## config.mk

```make
export PLATFORM = sky130hd
export DESIGN_NAME = drt_timer
export DESIGN_NICKNAME = d
export VERILOG_FILES = /design/src/rtl/drt_pkg.sv /design/src/rtl/drt_timer.sv
export SDC_FILE = /design/constraint.sdc
export NUM_CORES = 1
export LEC_CHECK = 0
export ABC_CLOCK_PERIOD_IN_PS = 3450
export BUFFER_PORTS_ARGS = -buffer_cell sky130_fd_sc_hd__clkbuf_2
export CAP_MARGIN = 25
export CELL_PAD_IN_SITES_DETAIL_PLACEMENT = 0
export CELL_PAD_IN_SITES_GLOBAL_PLACEMENT = 1
export CORE_ASPECT_RATIO = 1.2
export CORE_MARGIN = 1
export CORE_UTILIZATION = 50
export DETAILED_ROUTE_END_ITERATION = 10
export PLACE_DENSITY = 0.83
export SYNTH_ARGS = -nofsm -noshare
export SYNTH_HDL_FRONTEND = slang
export SYNTH_SLANG_ARGS = --single-unit
```

## constraint.sdc

```tcl
create_clock -name sys_clk_i -period 3.45 [get_ports sys_clk_i]
set_input_delay 0.5175 -clock sys_clk_i [delete_from_list [all_inputs] [get_ports sys_clk_i]]
set_output_delay 0.5175 -clock sys_clk_i [all_outputs]
set_load 0.02 [all_outputs]
```

## src/rtl/drt_pkg.sv

```systemverilog
// drt_pkg: register map, field positions and reset values for the dual
// reload timer block; assumes a plain address/strobe register port.
package drt_pkg;
   // ------------------------------------------------------------------
   // register offsets (word addresses of the plain register port)
   // ------------------------------------------------------------------
   localparam logic [3:0] DRT_OFF_CTRL      = 4'h0;
   localparam logic [3:0] DRT_OFF_CNT       = 4'h1;
   localparam logic [3:0] DRT_OFF_RELCAP_A  = 4'h2;
   localparam logic [3:0] DRT_OFF_RELCAP_B  = 4'h3;
   localparam logic [3:0] DRT_OFF_FASTSEL   = 4'h4;
   localparam logic [3:0] DRT_OFF_PINS      = 4'h5;
   // ------------------------------------------------------------------
   // control register fields
   // ------------------------------------------------------------------
   localparam int DRT_BIT_RUN    = 0;
   localparam int DRT_BIT_MODE_L = 1;
   localparam int DRT_BIT_PNDA   = 4;
   localparam int DRT_BIT_ENA    = 5;
   localparam int DRT_BIT_PNDB   = 6;
   localparam int DRT_BIT_ENB    = 7;
   localparam int DRT_BIT_FAST   = 0;
   // ------------------------------------------------------------------
   // reset values
   // ------------------------------------------------------------------
   localparam logic [7:0]  DRT_CTRL_RST    = 8'h00;
   localparam logic [7:0]  DRT_FASTSEL_RST = 8'h00;
   localparam logic [15:0] DRT_WORD_RST    = 16'h0000;
   // ------------------------------------------------------------------
   // mode encodings of mode bits 3..1
   // ------------------------------------------------------------------
   localparam logic [2:0] DRT_MODE_PWM_TOG = 3'h5;
   localparam logic [2:0] DRT_MODE_PWM     = 3'h4;
   localparam logic [2:0] DRT_MODE_EVT_POS = 3'h0;
   localparam logic [2:0] DRT_MODE_EVT_NEG = 3'h1;
   // reload sequence state
   typedef enum logic [1:0] {
      DRT_SEQ_FIRST = 2'b00,
      DRT_SEQ_NEXTB = 2'b01,
      DRT_SEQ_NEXTA = 2'b11
   } drt_seq_t;
endpackage

```

## src/rtl/drt_timer.sv

```systemverilog
// drt_timer: one 16-bit down counter with two reload/capture registers,
// pwm, event count and dual-edge capture modes, plus register port.
// assumes pins already synchronous to sys_clk_i; instruction-cycle rate
// given as a one-cycle tick input.
//
// Overview of operation
// - one 16-bit counter plus two 16-bit reload/capture registers
// - pin A is output or input per mode; pin B is input only
// - mode bits 3..1 choose pwm, event count or capture, and edges
// - second instance alone may count at fast clock via fast select bit 0
// - fast select register resets to zero; upper seven bits read zero
// - pwm counts down; first underflow reloads A, then B, A alternately
// - pwm with toggle code flips pin A on every underflow
// - pwm underflows set pending A or B per reload; software clears
// - pwm enables A and B gate interrupts for A and B reloads
// - in pwm and event modes run bit starts and stops counter
// - event mode decrements on chosen edge of pin A
// - event mode underflow sets pending A, interrupts with enable A
// - event mode rising pin B edge sets pending B
// - event mode drives no pwm output on pin A
// - capture mode counts always; pin edges copy count into A or B
// - capture edge polarity chosen separately for pins A and B
// - reading capture registers never disturbs the counter
// - capture events set pending A and B; enables gate their interrupts
// - capture underflow sets run bit as pending, interrupts via enable A
// - control register tolerates any read, write or bit modify
//
// Design decisions made here: the register addresses and the address-and-strobe port.
`timescale 1ns/1ps
`default_nettype none
module drt_timer
   import drt_pkg::*;
#(
   parameter bit FAST_CAPABLE = 1'b1
)(
   // clock, reset, enable
   input  wire logic        sys_clk_i,
   input  wire logic        reset_n_i,
   input  wire logic        clk_en_i,
   input  wire logic        inst_tick_i,
   // register port
   input  wire logic [3:0]  reg_addr_i,
   input  wire logic [15:0] reg_wdata_i,
   input  wire logic        reg_wr_i,
   input  wire logic        reg_rd_i,
   output logic      [15:0] reg_rdata_o,
   // timer pins
   input  wire logic        timer_pin_a_i,
   input  wire logic        timer_pin_b_i,
   output logic             timer_pin_a_o,
   output logic             timer_pin_a_oe_o,
   // interrupt requests
   output logic             irq_a_o,
   output logic             irq_b_o
);
   // ------------------------------------------------------------------
   // state
   // ------------------------------------------------------------------
   logic [15:0] count;
   logic [15:0] reload_capture_reg_a;
   logic [15:0] reload_capture_reg_b;
   logic [7:0]  ctrl;
   logic        second_timer_fast_sel;
   logic        pwm_level;
   logic        pin_a_q;
   logic        pin_b_q;
   drt_seq_t    seq;

   // ------------------------------------------------------------------
   // decode
   // ------------------------------------------------------------------
   wire logic [2:0] mode_sel = ctrl[DRT_BIT_MODE_L +: 3];
   wire logic run_or_underflow_flag = ctrl[DRT_BIT_RUN];
   wire logic pending_flag_a = ctrl[DRT_BIT_PNDA];
   wire logic pending_flag_b = ctrl[DRT_BIT_PNDB];
   wire logic irq_enable_a   = ctrl[DRT_BIT_ENA];
   wire logic irq_enable_b   = ctrl[DRT_BIT_ENB];
   // mode classes
   wire logic is_pwm = (mode_sel == DRT_MODE_PWM_TOG) || (mode_sel == DRT_MODE_PWM);
   wire logic is_evt = (mode_sel == DRT_MODE_EVT_POS) || (mode_sel == DRT_MODE_EVT_NEG);
   wire logic is_cap = !is_pwm && !is_evt;
   // rate tick: fast only for the capable instance with bit 0 set
   wire logic use_fast = FAST_CAPABLE && second_timer_fast_sel;
   wire logic rate_tick = use_fast || inst_tick_i;
   // pin edges, sampled at the active timer rate
   wire logic pin_a_i_now = timer_pin_a_i;
   wire logic rise_a = rate_tick && pin_a_i_now && !pin_a_q;
   wire logic fall_a = rate_tick && !pin_a_i_now && pin_a_q;
   wire logic rise_b = rate_tick && timer_pin_b_i && !pin_b_q;
   wire logic fall_b = rate_tick && !timer_pin_b_i && pin_b_q;
   // capture polarity: bit2 selects pin B falling, bit0 pin A falling
   wire logic cap_a = is_cap && (mode_sel[0] ? fall_a : rise_a);
   wire logic cap_b = is_cap && (mode_sel[2] ? fall_b : rise_b);
   // counting decision
   wire logic evt_edge = mode_sel[0] ? fall_a : rise_a;
   wire logic dec = clk_en_i && (is_cap ? rate_tick :
                    is_pwm ? (rate_tick && run_or_underflow_flag)
                    : (evt_edge && run_or_underflow_flag));
   wire logic underflow = dec && (count == DRT_WORD_RST);
   // reload source: A on first and on A-turn, B on B-turn
   wire logic load_b = is_pwm && (seq == DRT_SEQ_NEXTB);
   wire logic [15:0] reload_val = load_b ? reload_capture_reg_b
                                         : reload_capture_reg_a;
   wire logic [15:0] next_count =
      (underflow && !is_cap) ? reload_val : (dec ? count - 16'h0001 : count);
   // register port strobes
   wire logic wr_ctrl = clk_en_i && reg_wr_i && (reg_addr_i == DRT_OFF_CTRL);
   wire logic wr_cnt  = clk_en_i && reg_wr_i && (reg_addr_i == DRT_OFF_CNT);
   wire logic wr_ra   = clk_en_i && reg_wr_i && (reg_addr_i == DRT_OFF_RELCAP_A);
   wire logic wr_rb   = clk_en_i && reg_wr_i && (reg_addr_i == DRT_OFF_RELCAP_B);
   wire logic wr_fast = clk_en_i && reg_wr_i && (reg_addr_i == DRT_OFF_FASTSEL);
   // hardware set events for each flag
   wire logic set_pnda = (is_pwm && underflow && !load_b)
                      || (is_evt && underflow)
                      || cap_a;
   wire logic set_pndb = (is_pwm && underflow && load_b)
                      || (is_evt && rise_b && clk_en_i)
                      || cap_b;
   wire logic set_run  = is_cap && underflow;
   // control next value: software write, then hardware sets win
   wire logic [7:0] ctrl_base = wr_ctrl ? reg_wdata_i[7:0] : ctrl;
   wire logic [7:0] next_ctrl = ctrl_base
      | ({7'h00, set_run} << DRT_BIT_RUN)
      | ({7'h00, set_pnda && clk_en_i} << DRT_BIT_PNDA)
      | ({7'h00, set_pndb && clk_en_i} << DRT_BIT_PNDB);
   // read mux
   wire logic [15:0] rd_mux =
      (reg_addr_i == DRT_OFF_CTRL)     ? {8'h00, ctrl} :
      (reg_addr_i == DRT_OFF_CNT)      ? count :
      (reg_addr_i == DRT_OFF_RELCAP_A) ? reload_capture_reg_a :
      (reg_addr_i == DRT_OFF_RELCAP_B) ? reload_capture_reg_b :
      (reg_addr_i == DRT_OFF_FASTSEL)  ? {15'h0000, second_timer_fast_sel} :
      (reg_addr_i == DRT_OFF_PINS)     ? {14'h0000, timer_pin_b_i, timer_pin_a_i} :
                                         16'h0000;

   // ------------------------------------------------------------------
   // counter and sequence
   // ------------------------------------------------------------------
   // software write to the counter overrides counting
   always_ff @(posedge sys_clk_i or negedge reset_n_i) begin
      if (!reset_n_i) begin
         count <= DRT_WORD_RST;
      end else if (wr_cnt) begin
         count <= reg_wdata_i;
      end else if (clk_en_i) begin
         count <= next_count;
      end
   end

   // reload alternation; restarts at A whenever pwm is not running
   always_ff @(posedge sys_clk_i or negedge reset_n_i) begin
      if (!reset_n_i) begin
         seq <= DRT_SEQ_FIRST;
      end else if (clk_en_i) begin
         if (!is_pwm || !run_or_underflow_flag) begin
            seq <= DRT_SEQ_FIRST;
         end else if (underflow) begin
            unique case (seq)
               DRT_SEQ_FIRST: seq <= DRT_SEQ_NEXTB;
               DRT_SEQ_NEXTB: seq <= DRT_SEQ_NEXTA;
               DRT_SEQ_NEXTA: seq <= DRT_SEQ_NEXTB;
               default:       seq <= DRT_SEQ_FIRST;
            endcase
         end
      end
   end

   // ------------------------------------------------------------------
   // reload / capture registers
   // ------------------------------------------------------------------
   // reads have no side effect, so capture never disturbs the count
   always_ff @(posedge sys_clk_i or negedge reset_n_i) begin
      if (!reset_n_i) begin
         reload_capture_reg_a <= DRT_WORD_RST;
      end else if (clk_en_i && cap_a) begin
         reload_capture_reg_a <= count;
      end else if (wr_ra) begin
         reload_capture_reg_a <= reg_wdata_i;
      end
   end

   always_ff @(posedge sys_clk_i or negedge reset_n_i) begin
      if (!reset_n_i) begin
         reload_capture_reg_b <= DRT_WORD_RST;
      end else if (clk_en_i && cap_b) begin
         reload_capture_reg_b <= count;
      end else if (wr_rb) begin
         reload_capture_reg_b <= reg_wdata_i;
      end
   end

   // ------------------------------------------------------------------
   // control, fast select, pin sampling
   // ------------------------------------------------------------------
   always_ff @(posedge sys_clk_i or negedge reset_n_i) begin
      if (!reset_n_i) begin
         ctrl <= DRT_CTRL_RST;
      end else if (clk_en_i) begin
         ctrl <= next_ctrl;
      end
   end

   always_ff @(posedge sys_clk_i or negedge reset_n_i) begin
      if (!reset_n_i) begin
         second_timer_fast_sel <= DRT_FASTSEL_RST[DRT_BIT_FAST];
      end else if (wr_fast) begin
         second_timer_fast_sel <= reg_wdata_i[DRT_BIT_FAST] && FAST_CAPABLE;
      end
   end

   // previous pin levels, updated at the active timer rate
   always_ff @(posedge sys_clk_i or negedge reset_n_i) begin
      if (!reset_n_i) begin
         pin_a_q <= 1'b0;
         pin_b_q <= 1'b0;
      end else if (clk_en_i && rate_tick) begin
         pin_a_q <= timer_pin_a_i;
         pin_b_q <= timer_pin_b_i;
      end
   end

   // ------------------------------------------------------------------
   // pwm pin and outputs
   // ------------------------------------------------------------------
   always_ff @(posedge sys_clk_i or negedge reset_n_i) begin
      if (!reset_n_i) begin
         pwm_level <= 1'b0;
      end else if (clk_en_i && underflow && mode_sel == DRT_MODE_PWM_TOG) begin
         pwm_level <= !pwm_level;
      end
   end

   always_ff @(posedge sys_clk_i or negedge reset_n_i) begin
      if (!reset_n_i) begin
         timer_pin_a_o    <= 1'b0;
         timer_pin_a_oe_o <= 1'b0;
         irq_a_o          <= 1'b0;
         irq_b_o          <= 1'b0;
         reg_rdata_o      <= DRT_WORD_RST;
      end else if (clk_en_i) begin
         timer_pin_a_o    <= pwm_level;
         timer_pin_a_oe_o <= is_pwm;
         // capture mode: run bit acts as underflow pending on line A
         irq_a_o <= irq_enable_a && (pending_flag_a ||
                    (is_cap && run_or_underflow_flag));
         irq_b_o <= irq_enable_b && pending_flag_b;
         reg_rdata_o <= reg_rd_i ? rd_mux : DRT_WORD_RST;
      end
   end

   // ------------------------------------------------------------------
   // checks
   // ------------------------------------------------------------------
   property p_fast_lock;
      @(posedge sys_clk_i) disable iff (!reset_n_i)
      !FAST_CAPABLE |-> !second_timer_fast_sel;
   endproperty
   a_fast_lock: assert property (p_fast_lock) else $error("fast select set on slow timer");

   property p_pwm_first_a;
      @(posedge sys_clk_i) disable iff (!reset_n_i)
      (clk_en_i && is_pwm && underflow && seq == DRT_SEQ_FIRST && !wr_cnt)
         |=> count == $past(reload_capture_reg_a);
   endproperty
   a_pwm_first_a: assert property (p_pwm_first_a) else $error("first reload not from A");

   property p_toggle;
      @(posedge sys_clk_i) disable iff (!reset_n_i)
      (clk_en_i && underflow && mode_sel == DRT_MODE_PWM_TOG) |=> pwm_level != $past(pwm_level);
   endproperty
   a_toggle: assert property (p_toggle) else $error("pwm pin did not toggle");

   property p_pndb_set;
      @(posedge sys_clk_i) disable iff (!reset_n_i)
      (clk_en_i && is_pwm && underflow && load_b) |=> pending_flag_b;
   endproperty
   a_pndb_set: assert property (p_pndb_set) else $error("pending B not set");

   property p_stop;
      @(posedge sys_clk_i) disable iff (!reset_n_i)
      (clk_en_i && !is_cap && !run_or_underflow_flag && !wr_cnt) |=> $stable(count);
   endproperty
   a_stop: assert property (p_stop) else $error("stopped counter moved");

   property p_cap_a;
      @(posedge sys_clk_i) disable iff (!reset_n_i)
      (clk_en_i && cap_a) |=> reload_capture_reg_a == $past(count) && pending_flag_a;
   endproperty
   a_cap_a: assert property (p_cap_a) else $error("capture A missed");

   property p_cap_uf;
      @(posedge sys_clk_i) disable iff (!reset_n_i)
      (clk_en_i && set_run) |=> run_or_underflow_flag;
   endproperty
   a_cap_uf: assert property (p_cap_uf) else $error("underflow flag not set");

   property p_evt_nopin;
      @(posedge sys_clk_i) disable iff (!reset_n_i)
      (clk_en_i && is_evt) |=> !timer_pin_a_oe_o;
   endproperty
   a_evt_nopin: assert property (p_evt_nopin) else $error("pin A driven in event mode");

   property p_irq_b;
      @(posedge sys_clk_i) disable iff (!reset_n_i)
      clk_en_i |=> irq_b_o == ($past(irq_enable_b) && $past(pending_flag_b));
   endproperty
   a_irq_b: assert property (p_irq_b) else $error("irq B mismatch");

   property p_freeze;
      @(posedge sys_clk_i) disable iff (!reset_n_i)
      !clk_en_i |=> $stable(count) && $stable(ctrl) && $stable(reload_capture_reg_a);
   endproperty
   a_freeze: assert property (p_freeze) else $error("state moved while disabled");

   property p_pnda_pwm;
      @(posedge sys_clk_i) disable iff (!reset_n_i)
      (clk_en_i && is_pwm && underflow && !load_b) |=> pending_flag_a;
   endproperty
   a_pnda_pwm: assert property (p_pnda_pwm) else $error("pending A not set");

   property p_evt_uf;
      @(posedge sys_clk_i) disable iff (!reset_n_i)
      (clk_en_i && is_evt && underflow && !wr_cnt)
         |=> pending_flag_a && count == $past(reload_capture_reg_a);
   endproperty
   a_evt_uf: assert property (p_evt_uf) else $error("event underflow wrong");

   property p_evt_pndb;
      @(posedge sys_clk_i) disable iff (!reset_n_i)
      (clk_en_i && is_evt && rise_b) |=> pending_flag_b;
   endproperty
   a_evt_pndb: assert property (p_evt_pndb) else $error("pin B edge missed");

   property p_cap_b;
      @(posedge sys_clk_i) disable iff (!reset_n_i)
      (clk_en_i && cap_b) |=> reload_capture_reg_b == $past(count) && pending_flag_b;
   endproperty
   a_cap_b: assert property (p_cap_b) else $error("capture B missed");

   property p_irq_a;
      @(posedge sys_clk_i) disable iff (!reset_n_i)
      clk_en_i |=> irq_a_o == ($past(irq_enable_a) &&
         ($past(pending_flag_a) || ($past(is_cap) && $past(run_or_underflow_flag))));
   endproperty
   a_irq_a: assert property (p_irq_a) else $error("irq A mismatch");

   property p_fast_read;
      @(posedge sys_clk_i) disable iff (!reset_n_i)
      (clk_en_i && reg_rd_i && reg_addr_i == DRT_OFF_FASTSEL) |=> reg_rdata_o[15:1] == 15'h0000;
   endproperty
   a_fast_read: assert property (p_fast_read) else $error("fast select upper bits set");

   property p_cap_run;
      @(posedge sys_clk_i) disable iff (!reset_n_i)
      (clk_en_i && is_cap && rate_tick && !wr_cnt) |=> count == $past(count) - 16'h0001;
   endproperty
   a_cap_run: assert property (p_cap_run) else $error("capture counter stalled");

   property p_pwm_alt_b;
      @(posedge sys_clk_i) disable iff (!reset_n_i)
      (clk_en_i && is_pwm && underflow && seq == DRT_SEQ_NEXTB && !wr_cnt)
         |=> count == $past(reload_capture_reg_b);
   endproperty
   a_pwm_alt_b: assert property (p_pwm_alt_b) else $error("reload not from B");

   property p_pin_out;
      @(posedge sys_clk_i) disable iff (!reset_n_i)
      clk_en_i |=> timer_pin_a_o == $past(pwm_level);
   endproperty
   a_pin_out: assert property (p_pin_out) else $error("pin A level mismatch");
endmodule
`default_nettype wire

```

==> metrics.md, run 1 <==
| Metric | Value |
|---|---|
| Hold Vio Cnt, Final | `0` |
| Crit Path Max Fanout | `8` |
| Worst Setup End Kind | `flip-flop` |
| Starting density of the core | `0.5239` |
| Power density cells | `645.6 nW/µm²` |
| Hold Crit Class | `in2async` |
| Initial DRC Count | `243` |
| Post-synthesis register bit count | `82` |
| Vias per cell | `6.006` |
| Post-CTS setup buffer count | `0` |
| PortBufs | `47` |
| DRT Pass-1 Iters | `5` |
| Final wirelength | `12,660 µm` |
| Initial antenna violation count | `0` |
| Core area | `9224 µm²` |
| Top-area cell type share of the netlist area | `0.4247` |
| Multiplexer share of the synthesized area | `0.1693` |
| Clock-pin slew on the worst setup and hold paths | `0.08 ns` |
| Resize count post-CTS | `0` |
| Commonest non-fill, non-tap cell in the layout | `dfrtp_1` |
| Fin Setup TNS | `0 ns` |
| Pleak | `0.002352 µW` |
| Min cycle time layout | `2.647 ns` |
| EDFF count, synth | `0` |
| Arrival time at the worst endpoint | `2.92 ns` |
| Compound-gate portion of the synthesized area | `0.1781` |
| Count of hold-fix buffers inserted at cts | `0` |
| R2R Path End | `count[1]$_DFFE_PN0P_` |
| Synthesis warning total | `0` |
| Peak VDD IR | `305.7 µV` |
| DR WL/cell | `19.15 µm` |
| Period Utilization, post-route | `0.7673` |
| Clock Latency Late Sink | `0.35 ns` |
| Top cells by area, synth | `dfrtp_1 (42%), mux2i_1 (12%), o21ai_0 (6.0%)` |
| Synth async-reset ratio | `1.000` |
| Largest family of logic cells by synthesized area | `compound AO/OA/AOI/OAI gates` |
| Max-slew violations | `0` |
| Mapped Area | `4832 µm²` |
| Remaining global-route overflow | `0` |
| Commonest non-fill, non-tap cells in the layout | `dfrtp_1 (82), o21ai_0 (58), mux2i_1 (57)` |
| Synth Net Count | `537` |
| XOR/XNOR Fraction of Synth Area | `0.02538` |
| Slowest stage delay, CP | `0.63 ns` |
| Fin cells | `661` |
| Vias in the first global route | `4,016` |
| Register area share after synthesis | `0.4247` |
| Worst EP required | `3.72 ns` |
| Post-layout worst setup margin | `0.8027 ns` |
| CP Launch Type | `flip-flop` |
| Global-route wire length before repair | `20,980 µm` |
| Adder-Cell Fraction of Synth Area | `0.005179` |
| Max Freq | `0.3777 GHz` |
| Routed Antenna Nets | `0` |
| Die width | `91.74 µm` |
| Clock root buffer | `clkbuf_8` |
| Final setup fails | `0` |
| Diodes inserted | `0` |
| RSZ-0062 raised after global routing | `no` |
| Main synth FF type | `dfrtp_1` |
| # IOs | `48` |
| TritonCTS clock tree | `done` |
| Finished Core Util | `0.5849` |
| Largest net degree at the start of global routing | `39` |
| Die H | `109.7 µm` |
| Outcome | `complete, no violations` |
| CP Class | `reg2reg` |
| Vias post-DR | `3,970` |
| Avg Cell Area, Syn | `9.531 µm²` |
| Dpl ws | `0.6736 ns` |
| CP max stage cell | `nor4_4` |
| Max cap viols | `0` |
| FP Rows | `38` |
| R2r setup slk | `0.80 ns` |
| Slew margin rel. | `0.4768` |
| Synth-to-layout area growth | `11.65%` |
| Placed cell count | `647` |
| CTS HTree Levels | `3` |
| Crit Reg-Reg Startpoint | `ctrl[1]$_DFFE_PN0P_` |
| Gate Count Post-Synth | `507` |
| TritonCTS Buffers | `9` |
| # DRC | `0` |
| Die area | `10,060 µm²` |
| Placed wire-length estimate | `8880 µm` |
| Worst r2r path cells | `6` |
| Clk_skew | `0.008487 ns` |
| Worst-Margin Slew | `0.7832 ns` |
| Fin nets | `568` |
| Share of layout cells above drive strength 1 | `0.1978` |
| GRT Util Overall | `0.2722` |
| TritonCTS Sinks | `82` |
| Routability cong. | `0.8225` |
| Post-Synth Simple-Gate Area | `0.1468` |
| Distinct cells, synth | `54` |
| Crit-path cells | `nor3b_1 > o41ai_4 > nor4_4 > buf_4 > mux2_2 > o22ai_1` |
| Post-synth top area cell | `dfrtp_1` |
| Longest Clk Path Bufs | `2` |
routing by layer:
layer  GRT usage  vias up  part of all wire  wire length, µm
met3     0.02974       22             0.040              509
met5           0        -                 0                0
li1            -     1895                 -                -
met2      0.4592      112              0.48             6043
met1      0.3521     1941              0.45             5732
met4      0.1317        0             0.030              375
cells by family after synthesis:
kind of cell	after synthesis
AO/OA/AOI/OAI	136
XOR/XNOR	14
adder cells (fa/ha/maj)	2
buffers and inverters	60
flip-flops	82
multiplexers	78
AND/OR/NAND/NOR	135
where the power goes:
part,internal [µW],switching [µW]
sequential,1260,381
clock,419,345
combinational,525,554
total,2200,1280
worst max-delay path: cells and delay by family (launching register included):
kind,cells,cell delay [ns]
and+or+nand+nor,2,1.18
DFF,1,0.44
muxes,1,0.35
buffers and inverters,1,0.32
AOI/OAI and AO/OA,2,0.29
worst max path at each step:
stage	depth (start not counted)	slack, ns	start	end
after floorplan	7	1.28	count[6]$_DFFE_PN0P_	seq[1]$_DFFE_PN0P_
after global placement	7	0.73	timer_pin_a_i	count[1]$_DFFE_PN0P_
after detailed placement	7	0.67	timer_pin_a_i	count[1]$_DFFE_PN0P_
after CTS	6	0.79	count[7]$_DFFE_PN0P_	count[1]$_DFFE_PN0P_
after global routing	8	0.60	count[0]$_DFFE_PN0P_	count[1]$_DFFE_PN0P_
final	6	0.80	ctrl[1]$_DFFE_PN0P_	count[1]$_DFFE_PN0P_
final cells by class:
class / instances / area, µm²
tap: 120 / 150.1
multi-input combinational: 365 / 2569
clock inverter: 3 / 65.06
inverter: 18 / 67.56
timing repair buffer: 62 / 350.3
sequential: 82 / 2052
fill: 836 / 3829
clock buffer: 11 / 141.4
registers in the layout, summed over array words and instances (netlist names):
register / cells
count: 16
ctrl: 8
irq_a_o: 1
irq_b_o: 1
pin_a_q: 1
pin_b_q: 1
pwm_level: 1
reg_rdata_o: 16
reload_capture_reg_a: 16
reload_capture_reg_b: 16
second_timer_fast_sel: 1
seq: 2
timer_pin_a_o: 1
timer_pin_a_oe_o: 1
synthesized netlist by cell type, types with 2 or more instances:
master      n
dfrtp_1    82
o21ai_0    58
mux2i_1    57
nand2_1    51
clkbuf_1   32
nor2_1     26
a21oi_1    25
mux2_2     20
inv_1      18
xnor2_1    11
and3_1     10
o2bb2ai_1  10
o221ai_1    8
a21o_1      7
nand3_1     7
buf_2       6
nor3_1      6
o2111ai_1   6
o22ai_1     5
nor4_1      4
a221o_1     3
nand3b_1    3
nand4_1     3
nor2b_1     3
o31ai_1     3
xor2_1      3
a2bb2oi_1   2
a31oi_1     2
and2_1      2
buf_1       2
ha_1        2
nand2b_1    2
nand4b_1    2
nor3b_1     2
nor4_4      2
nor4b_1     2
nor4bb_1    2
or4_1       2
through the flow:
stage | cell area [µm²] | hold slack, ns | total power [µW]
finish | 5395 | 0.05433 | 3483
global route | 5395 | 0.06186 | 3733
CTS | 5395 | 0.04818 | 3492
detailed placement | 5189 | 0.4411 | 2728
global placement | 5189 | 0.4312 | 2684
floorplan | 4832 | 0.2219 | 2423
Note: power is estimated with default switching activity, not from simulation.
==> run 2: changes to the inputs <==
ABC_CLOCK_PERIOD_IN_PS = 2600   (was 3450)
CORE_UTILIZATION = 46   (was 50)
PLACE_DENSITY = 0.77   (was 0.83)
clock period = 2.6 ns   (was 3.45 ns; I/O delays follow)
==> run 2 against run 1 <==
Compared with the run above:
- fmax is 12% higher
- combinational power is 37% higher
- clock-buffer cell count stayed put
- critical endpoint is now seq[1]$_DFFE_PN0P_
==> metrics.md, run 2 (synthesized netlist as in run 1, its figures left out) <==
| Metric | Value |
|---|---|
| Vias per cell | `6.006` |
| Count of hold-fix buffers inserted at cts | `0` |
| TritonCTS clock tree | `done` |
| Largest net degree at the start of global routing | `46` |
| CTS HTree Levels | `3` |
| Clock root buffer | `clkbuf_16` |
| Highest Signal Layer | `met4` |
| Core area | `10,110 µm²` |
| Resize count post-CTS | `0` |
| Clock-pin slew on the worst setup and hold paths | `0.07 ns` |
| Placed wire-length estimate | `8990 µm` |
| Slew margin rel. | `0.5854` |
| DR WL/cell | `19.27 µm` |
| Crit Path Max Fanout | `7` |
| DR WL met2 | `6372 µm` |
| # IOs | `48` |
| Longest Clk Path Bufs | `2` |
| Commonest non-fill, non-tap cell in the layout | `dfrtp_1` |
| Total power | `4942 µW` |
| CP Launch Type | `flip-flop` |
| DRT Pass-1 Iters | `5` |
| Hold Crit Class | `in2async` |
| # DRC | `0` |
| Min cycle time layout | `2.364 ns` |
| Fin cells | `678` |
| CP Class | `reg2reg` |
| Die area | `10,920 µm²` |
| Final wirelength | `13,060 µm` |
| Initial DRC Count | `262` |
| PortBufs | `47` |
| Routed Antenna Nets | `0` |
| Clk_skew | `0.007604 ns` |
| Worst EP required | `2.87 ns` |
| Period Utilization, post-route | `0.9094` |
| Initial antenna violation count | `0` |
| Max-slew violations | `0` |
| FP Rows | `40` |
| Vias in the first global route | `4,081` |
| Fin Hold WS | `0.06429 ns` |
| GRT Util Overall | `0.2557` |
| Die H | `114.3 µm` |
| Placed cell count | `662` |
| Power density cells | `886.2 nW/µm²` |
| Hold Vio Cnt, Final | `0` |
| Clock Latency Late Sink | `0.35 ns` |
| Vias post-DR | `4,072` |
| Max cap viols | `0` |
| Pleak | `0.002434 µW` |
| WL met3 | `572 µm` |
| Routability cong. | `0.8844` |
| Global-route wire length before repair | `21,090 µm` |
| TritonCTS Buffers | `9` |
| RSZ-0062 raised after global routing | `no` |
| Die width | `95.56 µm` |
| Fin nets | `577` |
| Fill cells | `933` |
| Final setup fails | `0` |
| Starting density of the core | `0.4780` |
| Outcome | `complete, no violations` |
| Remaining global-route overflow | `0` |
| Worst Setup End Kind | `flip-flop` |
| Synth-to-layout area growth | `15.41%` |
| Arrival time at the worst endpoint | `2.64 ns` |
| Fin Setup TNS | `0 ns` |
| TritonCTS Sinks | `82` |
| Diodes inserted | `0` |
| Post-CTS setup buffer count | `0` |
| Peak VDD IR | `367.5 µV` |
| Share of layout cells above drive strength 1 | `0.2120` |
| M1 wire length | `5790 µm` |
| Commonest non-fill, non-tap cells in the layout | `dfrtp_1 (82), o21ai_0 (58), mux2i_1 (57)` |
| Worst-Margin Slew | `0.6218 ns` |
| Max Freq | `0.4229 GHz` |
## run 2: worst paths after layout
path	slack, ns	cells past startpoint	to	start
hold reg to reg	0.46	1	pwm_level$_DFFE_PN0P_	pwm_level$_DFFE_PN0P_
setup / recovery	0.24	5	seq[1]$_DFFE_PN0P_	count[7]$_DFFE_PN0P_
hold / removal	0.06	1	timer_pin_a_o$_DFFE_PN0P_	reset_n_i
min in group sys_clk_i	0.31	3	count[11]$_DFFE_PN0P_	reg_wdata_i[11]
setup reg to reg	0.24	5	seq[1]$_DFFE_PN0P_	count[7]$_DFFE_PN0P_
max in group asynchronous	1.92	2	count[14]$_DFFE_PN0P_	reset_n_i
## run 2: layer usage
layer,vias up,track usage
li1,1921,-
met1,1997,0.3306
met2,128,0.4167
met3,26,0.04183
met4,0,0.1164
met5,-,0
## run 2: critical path, stage by stage, from the launching register on
cell and delay, ns:
dfrtp_1 0.47, nor4_4 0.54, nand3_4 0.18, or3_1 0.50, or4_1 0.52, o21ai_0 0.08
## run 2: final cells by class
type                       count  area (µm²)  area share
multi-input combinational    365        2569      0.4606
sequential                    82        2052      0.3680
timing repair buffer          71       442.9     0.07943
clock buffer                  11       232.7     0.04173
tap                          126       157.7     0.02827
inverter                      18       67.56     0.01212
clock inverter                 5       55.05    0.009872
## run 2: metrics by stage
stage | worst slack (ns) | utilization | area [µm²]
after global placement | 0.3091 | 0.5231 | 5289
after floorplan | 0.4302 | - | 4832
after global routing | 0.1038 | 0.5516 | 5577
after CTS | 0.2500 | 0.5516 | 5577
after detailed placement | 0.2512 | 0.5231 | 5289
final | 0.2356 | 0.5516 | 5577
## run 2: report_power, final
group          total [µW]  switching (µW)  internal (µW)
Combinational        1480             746            735
Clock                1270             527            742
Sequential           2190             519           1670
Total                4940            1790           3150
==> run 3: changes to the inputs <==
SETUP_SLACK_MARGIN = 0.5   (was default)
==> run 3 against run 2 <==
Compared with the run above:
- fmax is 16% higher
- routed wire length up 1.6%
- clock-buffer cell count increased by 3
- first-iteration DRC count unchanged
- clock power down 4%
- critical endpoint is now count[1]$_DFFE_PN0P_
- largest power group unchanged
==> metrics.md, run 3 (synthesized netlist as in run 1, its figures left out) <==
| Metric | Value |
|---|---|
| Outcome | `complete, no violations` |
| Period Utilization, post-route | `0.7854` |
| Vias per cell | `5.967` |
| RSZ-0062 raised after global routing | `yes` |
| Slew margin rel. | `0.5373` |
| Core area | `10,110 µm²` |
| Count of hold-fix buffers inserted at cts | `0` |
| Peak VDD IR | `372.0 µV` |
| FP Rows | `40` |
| Clock Latency Late Sink | `0.34 ns` |
| DRT Pass-1 Iters | `4` |
| Longest Clk Path Bufs | `2` |
| CP Launch Type | `flip-flop` |
| GRT Util Overall | `0.2592` |
| Clk_skew | `0.004019 ns` |
| Remaining global-route overflow | `0` |
| R2R Path End | `count[1]$_DFFE_PN0P_` |
| Diodes inserted | `0` |
| CTS HTree Levels | `3` |
| Hold Crit Class | `in2async` |
| Max cap viols | `0` |
| Commonest non-fill, non-tap cell in the layout | `dfrtp_1` |
| Largest net degree at the start of global routing | `45` |
| Arrival time at the worst endpoint | `2.30 ns` |
| # IOs | `48` |
| TritonCTS Buffers | `9` |
| R2r setup slk | `0.56 ns` |
| Share of layout cells above drive strength 1 | `0.2496` |
| Final setup fails | `0` |
| Worst Setup End Kind | `flip-flop` |
| Crit Path Max Fanout | `9` |
| Die width | `95.56 µm` |
| Worst r2r path cells | `6` |
| Pleak | `0.002494 µW` |
| Fin nets | `586` |
| Fill cells | `926` |
| Max Freq | `0.4897 GHz` |
| Die area | `10,920 µm²` |
| Routed Antenna Nets | `0` |
| Worst EP required | `2.85 ns` |
| Clock-pin slew on the worst setup and hold paths | `0.06 ns` |
| Crit Reg-Reg Startpoint | `count[7]$_DFFE_PN0P_` |
| Starting density of the core | `0.4780` |
| Vias in the first global route | `3,975` |
| Fin Setup TNS | `0 ns` |
| Worst-Margin Slew | `0.6932 ns` |
| Max-slew violations | `0` |
| Placed wire-length estimate | `9025 µm` |
| Global-route wire length before repair | `21,220 µm` |
| Min cycle time layout | `2.042 ns` |
| Die H | `114.3 µm` |
| TritonCTS Sinks | `82` |
| Initial antenna violation count | `0` |
| Initial DRC Count | `262` |
| Routability cong. | `0.8507` |
| Vias post-DR | `4,099` |
| Synth-to-layout area growth | `18.05%` |
| Final wirelength | `13,270 µm` |
| CP Class | `reg2reg` |
| Hold Vio Cnt, Final | `0` |
| Dpl ws | `0.3206 ns` |
| Commonest non-fill, non-tap cells in the layout | `dfrtp_1 (76), o21ai_0 (57), mux2i_1 (57)` |
| PortBufs | `47` |
| Clock root buffer | `clkbuf_16` |
| Power density cells | `884.7 nW/µm²` |
| DR WL/cell | `19.32 µm` |
| TritonCTS clock tree | `done` |
| Post-layout worst setup margin | `0.5579 ns` |
| # DRC | `0` |
## run 3: cell types whose count changed in the layout (fill, tap and decap cells not counted), moves of 2 or more
cell | before | now
dfrtp_2 | 0 | 6
buf_12 | 2 | 4
buf_4 | 23 | 30
clkinvlp_4 | 2 | 0
nor3b_2 | 0 | 2
dfrtp_1 | 82 | 76
clkbuf_8 | 0 | 3
nor3b_1 | 2 | 0
## run 3: metal layers
layer	global-route usage	wire, µm	up-vias
met5	0	0	-
met4	0.1204	365	0
met3	0.04714	634	28
met2	0.4229	6537	126
met1	0.3306	5733	2008
li1	-	-	1937
## run 3: final cells by class
cell class	count	area [µm²]	area share
Clock buffer	14	274.0	0.04804
Clock inverter	2	10.01	0.001755
Tap cell	126	157.7	0.02764
Timing Repair Buffer	80	535.5	0.09388
Inverter	18	67.56	0.01184
Multi-Input combinational cell	365	2600	0.4558
Sequential cell	82	2059	0.3610
## run 3: worst max-delay path by stage
stage | cells past startpoint | start | endpoint | slack [ns]
detailed placement | 6 | clk_en_i | count[14]$_DFFE_PN0P_ | 0.32
global placement | 6 | clk_en_i | count[13]$_DFFE_PN0P_ | 0.37
global route | 7 | count[7]$_DFFE_PN0P_ | count[13]$_DFFE_PN0P_ | 0.49
floorplan | 9 | count[1]$_DFFE_PN0P_ | count[3]$_DFFE_PN0P_ | 0.52
CTS | 8 | count[1]$_DFFE_PN0P_ | count[1]$_DFFE_PN0P_ | 0.51
finish | 6 | count[7]$_DFFE_PN0P_ | count[1]$_DFFE_PN0P_ | 0.56
## run 3: stage by stage
step,power [µW],std cells,hold slack (ns),utilization,cell area (µm²)
finish,5046,687,0.02135,0.5642,5704
global route,5360,687,0.06747,0.5642,5704
CTS,4939,677,0.04276,0.5557,5618
detailed placement,3676,658,0.4070,0.5220,5278
global placement,3622,658,0.4014,0.5220,5278
floorplan,3252,507,0.09441,-,4856
## run 3: critical path, stage by stage, from the launching register on
cell,delay (ns)
dfrtp_2,0.44
nor4_4,0.39
nand3_4,0.16
nor4_4,0.29
buf_12,0.19
mux2_2,0.33
o22ai_1,0.14
## run 3: report_power, final
part           switching [µW]  leakage, µW  internal [µW]
logic                     786      0.00130            842
clock network             498     0.000143            723
registers                 515      0.00105           1680
## run 3: what timing repair did
action / CTS / global route
pin swaps: 1 / 3
buffers inserted: 3 / 10
setup endpoints to repair: 15 / 15
resized for setup: 6 / 6
